$ cat config.mk
export PLATFORM = sky130hd
export DESIGN_NAME = mseq_maint
export DESIGN_NICKNAME = d
export VERILOG_FILES = /design/src/include/mseq_maint_pkg.sv /design/src/hw/mseq_maint.sv
export SDC_FILE = /design/constraint.sdc
export NUM_CORES = 1
export LEC_CHECK = 0
export ABC_CLOCK_PERIOD_IN_PS = 2150
export BUFFER_PORTS_ARGS = -buffer_cell sky130_fd_sc_hd__buf_2
export CAP_MARGIN = 20
export CORE_UTILIZATION = 46
export CTS_BUF_LIST = sky130_fd_sc_hd__clkbuf_8 sky130_fd_sc_hd__clkbuf_16
export CTS_CLUSTER_DIAMETER = 150
export DETAILED_ROUTE_END_ITERATION = 8
export PLACE_DENSITY_LB_ADDON = 0.08
export SLEW_MARGIN = 15
export SYNTH_ARGS = -nofsm -noshare
export SYNTH_HDL_FRONTEND = slang
export SYNTH_SLANG_ARGS = --single-unit
$ cat constraint.sdc
create_clock -name clk -period 2.15 [get_ports clk]
set_input_delay 0.215 -clock clk [delete_from_list [all_inputs] [get_ports clk]]
set_output_delay 0.215 -clock clk [all_outputs]
set_load 0.1 [all_outputs]
$ cat src/include/mseq_maint_pkg.sv
// Package for the microsequencer maintenance control register bank.
package mseq_maint_pkg;

    // Bus geometry.
    localparam int unsigned ADDR_W = 4;
    localparam int unsigned DATA_W = 32;
    localparam int unsigned REG_W = 16;
    localparam int unsigned SEL_W = 4;

    // Word byte offsets.
    localparam logic [ADDR_W-1:0] OFF_SYS_CTRL = 4'h0;
    localparam logic [ADDR_W-1:0] OFF_SPEC_FUNC = 4'h4;

    // Field positions of the system control register.
    localparam int unsigned BIT_RUN = 0;
    localparam int unsigned BIT_STEP = 1;
    localparam int unsigned BIT_BR_DIS = 2;
    localparam int unsigned BIT_DATA_SRC = 3;
    localparam int unsigned BIT_AUX_LO = 7;
    localparam int unsigned BIT_MAINT = 9;
    localparam int unsigned BIT_AUX_HI = 15;

    // Byte lanes that cover the 16-bit registers.
    localparam int unsigned LANE_LO = 0;
    localparam int unsigned LANE_HI = 1;
    localparam logic [1:0] LANES_FULL = 2'h3;

    // Reset values.
    localparam logic [REG_W-1:0] RST_SPEC_FUNC = 16'h0000;
    localparam logic [REG_W-1:0] RST_ROM_DATA = 16'h0000;
    localparam logic [REG_W-1:0] RD_ZERO = 16'h0000;

    // Control levels handed to the microsequencer.
    typedef struct packed {
        logic run;
        logic step;
        logic branch_dis;
        logic data_src;
    } seq_ctl_t;

    // System maintenance levels.
    typedef struct packed {
        logic maint;
        logic aux_lo;
        logic aux_hi;
    } maint_ctl_t;

endpackage

$ cat src/hw/mseq_maint.sv
// Maintenance control bits and ROM data register for the microsequencer.
//
// How it works
// - Microsequencer runs the data section only while the run or step bit is one.
// - Writing the step bit one lets exactly one ROM cycle run, then halt.
// - The step bit clears itself when the stepped ROM cycle begins.
// - While branch-disable is one, every microsequencer branch is suppressed.
// - While data-source-select is one, host writes load the special register.
// - With data-source-select set, the special register replaces the ROM word.
// - Maintenance bit 09 makes bits 07 and 15 writable; reset clears it.
//
// The implementer's own choices: the register addresses and the Wishbone slave port.
`timescale 1ns/1ps
module mseq_maint
    import mseq_maint_pkg::*;
#(
    parameter int unsigned ROM_W = REG_W
)
(
    // Clock, reset and freeze.
    input wire logic clk,
    input wire logic arst_n,
    input wire logic ce,
    // Wishbone classic slave.
    input wire logic wb_cyc_i,
    input wire logic wb_stb_i,
    input wire logic wb_we_i,
    input wire logic [ADDR_W-1:0] wb_adr_i,
    input wire logic [SEL_W-1:0] wb_sel_i,
    input wire logic [DATA_W-1:0] wb_dat_i,
    output logic [DATA_W-1:0] wb_dat_o,
    output logic wb_ack_o,
    // Microsequencer side.
    input wire logic rom_cycle_begin,
    input wire logic branch_req,
    input wire logic [ROM_W-1:0] rom_word,
    output logic rom_cycle_en,
    output logic branch_take,
    output logic [ROM_W-1:0] rom_data_q,
    output seq_ctl_t seq_ctl,
    output maint_ctl_t maint_ctl
);

    // Address match used by both the read and the write path.
    function automatic logic hit(input logic [ADDR_W-1:0] a,
                                 input logic [ADDR_W-1:0] off);
        hit = (a == off);
    endfunction

    // Control word as the host reads it; unused positions read as zero.
    function automatic logic [REG_W-1:0] pack_ctrl(input seq_ctl_t s,
                                                   input maint_ctl_t m);
        logic [REG_W-1:0] w;
        w = RD_ZERO;
        w[BIT_RUN] = s.run;
        w[BIT_STEP] = s.step;
        w[BIT_BR_DIS] = s.branch_dis;
        w[BIT_DATA_SRC] = s.data_src;
        w[BIT_AUX_LO] = m.aux_lo;
        w[BIT_MAINT] = m.maint;
        w[BIT_AUX_HI] = m.aux_hi;
        pack_ctrl = w;
    endfunction

    logic run_q;
    logic step_q;
    logic br_dis_q;
    logic data_src_q;
    logic maint_q;
    logic aux_lo_q;
    logic aux_hi_q;
    logic [REG_W-1:0] spec_func_q;
    logic ack_q;

    // Bus decode: one access is taken on the edge where ack is raised.
    wire logic req = wb_cyc_i && wb_stb_i && !ack_q;
    wire logic wr = req && wb_we_i && ce;
    wire logic hit_ctrl = hit(wb_adr_i, OFF_SYS_CTRL);
    wire logic hit_spec = hit(wb_adr_i, OFF_SPEC_FUNC);
    wire logic lane_lo = wb_sel_i[LANE_LO];
    wire logic lane_hi = wb_sel_i[LANE_HI];
    wire logic full_word = (wb_sel_i[1:0] == LANES_FULL);
    // byte guard
    // A byte cycle in maintenance mode is dropped, so a stray half write
    // cannot disturb bits 07 and 15 while they are exposed.
    wire logic ctrl_ok = !maint_q || full_word;
    wire logic wr_ctrl_lo = wr && hit_ctrl && lane_lo && ctrl_ok;
    wire logic wr_ctrl_hi = wr && hit_ctrl && lane_hi && ctrl_ok;
    wire logic wr_spec = wr && hit_spec && data_src_q;
    wire logic aux_wr_lo = wr_ctrl_lo && maint_q;
    wire logic aux_wr_hi = wr_ctrl_hi && maint_q;

    wire logic cycle_ok = run_q || step_q;
    wire logic branch_ok = branch_req && !br_dis_q;
    wire logic [ROM_W-1:0] rom_src = data_src_q ?
        ROM_W'(spec_func_q) : rom_word;

    // Read mux; unmapped offsets read as zero.
    wire logic [REG_W-1:0] ctrl_rd = pack_ctrl(seq_ctl, maint_ctl);
    wire logic [REG_W-1:0] rd_word = hit_ctrl ? ctrl_rd :
        (hit_spec ? spec_func_q : RD_ZERO);

    // Step bit next value. A host write of one wins over the self clear,
    // so a new step request arriving with a cycle start is not lost.
    // step self clear
    wire logic step_set = wr_ctrl_lo && wb_dat_i[BIT_STEP];
    wire logic step_clr = rom_cycle_begin && step_q
        || (wr_ctrl_lo && !wb_dat_i[BIT_STEP]);
    wire logic step_d = step_set || (step_q && !step_clr);

    // Bus acknowledge, one cycle per access, dropped on the next cycle.
    always_ff @(posedge clk or negedge arst_n)
    begin
        if (!arst_n)
            ack_q <= 1'b0;
        else if (ce)
            ack_q <= req;
    end

    // Read data register, loaded as the ack is raised.
    always_ff @(posedge clk or negedge arst_n)
    begin
        if (!arst_n)
            wb_dat_o <= '0;
        else if (ce && req)
            wb_dat_o <= DATA_W'(rd_word);
    end

    // Low control byte: run, step, branch disable, data source, bit 07.
    // readback storage
    always_ff @(posedge clk or negedge arst_n)
    begin
        if (!arst_n)
        begin
            run_q <= 1'b0;
            step_q <= 1'b0;
            br_dis_q <= 1'b0;
            data_src_q <= 1'b0;
            aux_lo_q <= 1'b0;
        end
        else if (ce)
        begin
            step_q <= step_d;
            if (wr_ctrl_lo)
            begin
                run_q <= wb_dat_i[BIT_RUN];
                br_dis_q <= wb_dat_i[BIT_BR_DIS];
                data_src_q <= wb_dat_i[BIT_DATA_SRC];
            end
            if (aux_wr_lo)
                aux_lo_q <= wb_dat_i[BIT_AUX_LO];
        end
    end

    // High control byte: maintenance mode and bit 15.
    // Bit 15 looks at the mode held before this write, so setting the mode
    // and bit 15 together needs two writes.
    always_ff @(posedge clk or negedge arst_n)
    begin
        if (!arst_n)
        begin
            maint_q <= 1'b0;
            aux_hi_q <= 1'b0;
        end
        else if (ce)
        begin
            if (wr_ctrl_hi)
                maint_q <= wb_dat_i[BIT_MAINT];
            if (aux_wr_hi)
                aux_hi_q <= wb_dat_i[BIT_AUX_HI];
        end
    end

    // Special function register, byte lane writes honoured.
    always_ff @(posedge clk or negedge arst_n)
    begin
        if (!arst_n)
            spec_func_q <= RST_SPEC_FUNC;
        else if (ce && wr_spec)
        begin
            if (lane_lo)
                spec_func_q[7:0] <= wb_dat_i[7:0];
            if (lane_hi)
                spec_func_q[15:8] <= wb_dat_i[15:8];
        end
    end

    // ROM data register, loaded at the start of each ROM cycle.
    always_ff @(posedge clk or negedge arst_n)
    begin
        if (!arst_n)
            rom_data_q <= ROM_W'(RST_ROM_DATA);
        else if (ce && rom_cycle_begin)
            rom_data_q <= rom_src;
    end

    // Outputs to the bus and the microsequencer.
    assign wb_ack_o = ack_q;
    assign rom_cycle_en = cycle_ok;
    assign branch_take = branch_ok;
    assign seq_ctl = '{run: run_q, step: step_q, branch_dis: br_dis_q,
                       data_src: data_src_q};
    assign maint_ctl = '{maint: maint_q, aux_lo: aux_lo_q,
                         aux_hi: aux_hi_q};
endmodule

==> impl_metrics.json <==
{
  "fin_nets": 366,
  "final_cell_mix": "86 x buf_2, 55 x dfrtp_1, 30 x nor2_1",
  "ir_drop_mv": 0.464,
  "critPathKind": "flip-flop to flip-flop",
  "outcome": "complete, no violations",
  "critPathMaxStageDelay_ns": 0.58,
  "rsz0062_at_grt": "no",
  "arrival_ns": 2.04,
  "cts.path.max_buffers": 2,
  "layout_commonest_cell": "buf_2",
  "syn-instance-count": 216,
  "drv_cap": 0,
  "syn_avg_cell_area_sq_um": 11.9,
  "gp_congestion": 0.734,
  "drive_gt1_share_pct": 43.6,
  "relSlewSlack_pct": 64.1,
  "clockRootBuffer": "clkbuf_8",
  "period_share_pct": 85.6,
  "drt_iter0_drc": 68,
  "totalWireLength_mm": 5.40,
  "fp-row-count": 26,
  "cts_tree": "done",
  "async_flop_share_pct": 100,
  "clock.fmax_ghz": 0.543,
  "synth_cell_types": 27,
  "slew_viol_final": 0,
  "clk_latency_ns": 0.31,
  "synth-main-ff-cell": "dfrtp_1",
  "hp-class": "input pin to flip-flop",
  "port_buffers": 87,
  "die-height_um": 76.9,
  "clk_pin_slew_ns": 0.10,
  "synth_top_area_share_pct": 54.4,
  "grt_pass1_wl_mm": 8.96,
  "final_antenna_net_count": 0,
  "p_leak_nw": 1.62,
  "grt_use_total_pct": 19.7,
  "htreeDepth": 2,
  "grt_pass1_vias": 1773,
  "dpl_cell_area_sq_um": 3030,
  "cp_cell_sequence": "nand4b_1 -> nor4_1 -> mux2_2",
  "critPathMaxFanout": 4,
  "critPathLaunchType": "flip-flop",
  "hpwlAfterDp_mm": 3.99,
  "yosys_warnings": 0,
  "area_delta_synth_final_pct": 22.1,
  "report.final.setup_viol": 0,
  "worstPathRequired_ns": 2.35,
  "dieArea_sq_um": 5910,
  "ys_ff_latch": 56,
  "synth_area_leaders": "dfrtp_1 54%, mux2_2 9.6%, buf_4 6.7%",
  "post-cts-setup-buffers": 0,
  "drt-pass1-iter-count": 4,
  "diodes": 0,
  "ys_seq_area_share_pct": 54.4,
  "tns_ns": 0,
  "critPathTopFamily": "simple AND/OR/NAND/NOR gates",
  "fin_area_sq_um": 3150,
  "io_pins": 122,
  "fp.dieW_um": 76.9,
  "cts.sinks": 56,
  "tritoncts.num_buffers": 5,
  "cp_slowest_cell": "nor4_1",
  "viasPerCell": 4.97,
  "core_sq_um": 5240,
  "overflow": 0,
  "start_util_pct": 49.2,
  "grt_max_degree": 36,
  "min_period_ns": 1.84,
  "path_buf_inv": 0,
  "hold_viol_final": 0,
  "antenna_found_initial": 0,
  "skew_ns": 0.00855,
  "avgRoutedWirePerCell_um": 14.5,
  "drc": 0,
  "vias": 1852,
  "yosysTopAreaCell": "dfrtp_1",
  "synth_edf_count": 0,
  "pwr_density_cell_nw_per_um2": 885,
  "synthesis.area_sq_um": 2580,
  "worst_pin_slew_ns": 0.534,
  "end_kind": "flip-flop"
}
where the power goes:
group	switching (mW)	internal (mW)	leakage [nW]
logic	0.803	0.148	0.839
clock network	0.331	0.342	0.0593
registers	0.0396	1.12	0.718
worst register-to-register path: cells and delay by family, from the launching register on:
family,cells,cell delay [ns]
AND/OR/NAND/NOR,2,0.90
multiplexers,1,0.40
flip-flops,1,0.43
synthesized netlist by cell type, types with 2 or more instances:
cell type,number
clkbuf_1,7
dfrtp_1,56
nor2_1,30
nand4_2,2
nor2b_1,2
mux2_2,22
buf_4,23
a21oi_1,16
mux2i_1,16
a221oi_1,7
buf_2,2
and2_1,4
nor4_1,2
a22o_1,9
inv_1,2
nand2_1,5
flip-flops by register name (all words and copies together), names as in the netlist:
signal	count
aux_hi_q	1
step_q	1
maint_q	1
data_src_q	1
aux_lo_q	1
run_q	1
wb_dat_o	16
spec_func_q	16
rom_data_q	16
wb_ack_o	1
br_dis_q	1
final cells by class:
type,instances,area (sq um)
clock buffer,5,68.8
clock inverter,3,38.8
fill,495,2090
inverter,2,7.51
multi-input combinational,140,1000
sequential,56,1400
tap,70,87.6
timing repair buffer,97,541
per-layer routing:
layer	vias up	wire length, um	GRT usage (%)
met5	-	0	0
met4	0	66	6.54
met3	6	320	4.88
met2	68	2630	31.4
met1	879	2390	26.3
li1	899	-	-
cells by family after synthesis:
group                  after synthesis  share of synthesized area [%]
DFF                                 56                           54.4
AOI/OAI and AO/OA                   35                           10.1
buffers and inverters               35                           8.93
other                                1                          0.145
and+or+nand+nor                     51                           10.6
muxes                               38                           15.8
worst paths after layout:
path                       slack (ns)  cells past startpoint               to          from
max                              0.31                      3         aux_hi_q      wb_ack_o
min                              0.13                      2  spec_func_q[14]  wb_dat_i[14]
max reg2reg                      0.31                      3         aux_hi_q      wb_ack_o
min reg2reg                      0.51                      2      wb_dat_o[2]   wb_dat_o[2]
max in group asynchronous        1.16                      3         br_dis_q        arst_n
min in group asynchronous        0.41                      2  spec_func_q[12]        arst_n
metrics by stage:
stage                     total power, mW  hold WS (ns)  setup slack, ns  util [%]  instances
after CTS                            2.82         0.122            0.319      60.1        373
after global routing                 2.91         0.116            0.250      60.1        373
after global placement               2.13         0.222            0.240      57.9        364
final                                2.79         0.130            0.310      60.1        373
after detailed placement             2.14         0.227            0.216      57.9        364
after floorplan                      1.98       -0.0806            0.161         -        231
timing repair:
item                                   4_1_cts  5_1_grt
resized for setup                            0        0
endpoints found under the hold margin       21        0
hold buffers                                 1        0
Power figures use the tool's default switching activity.
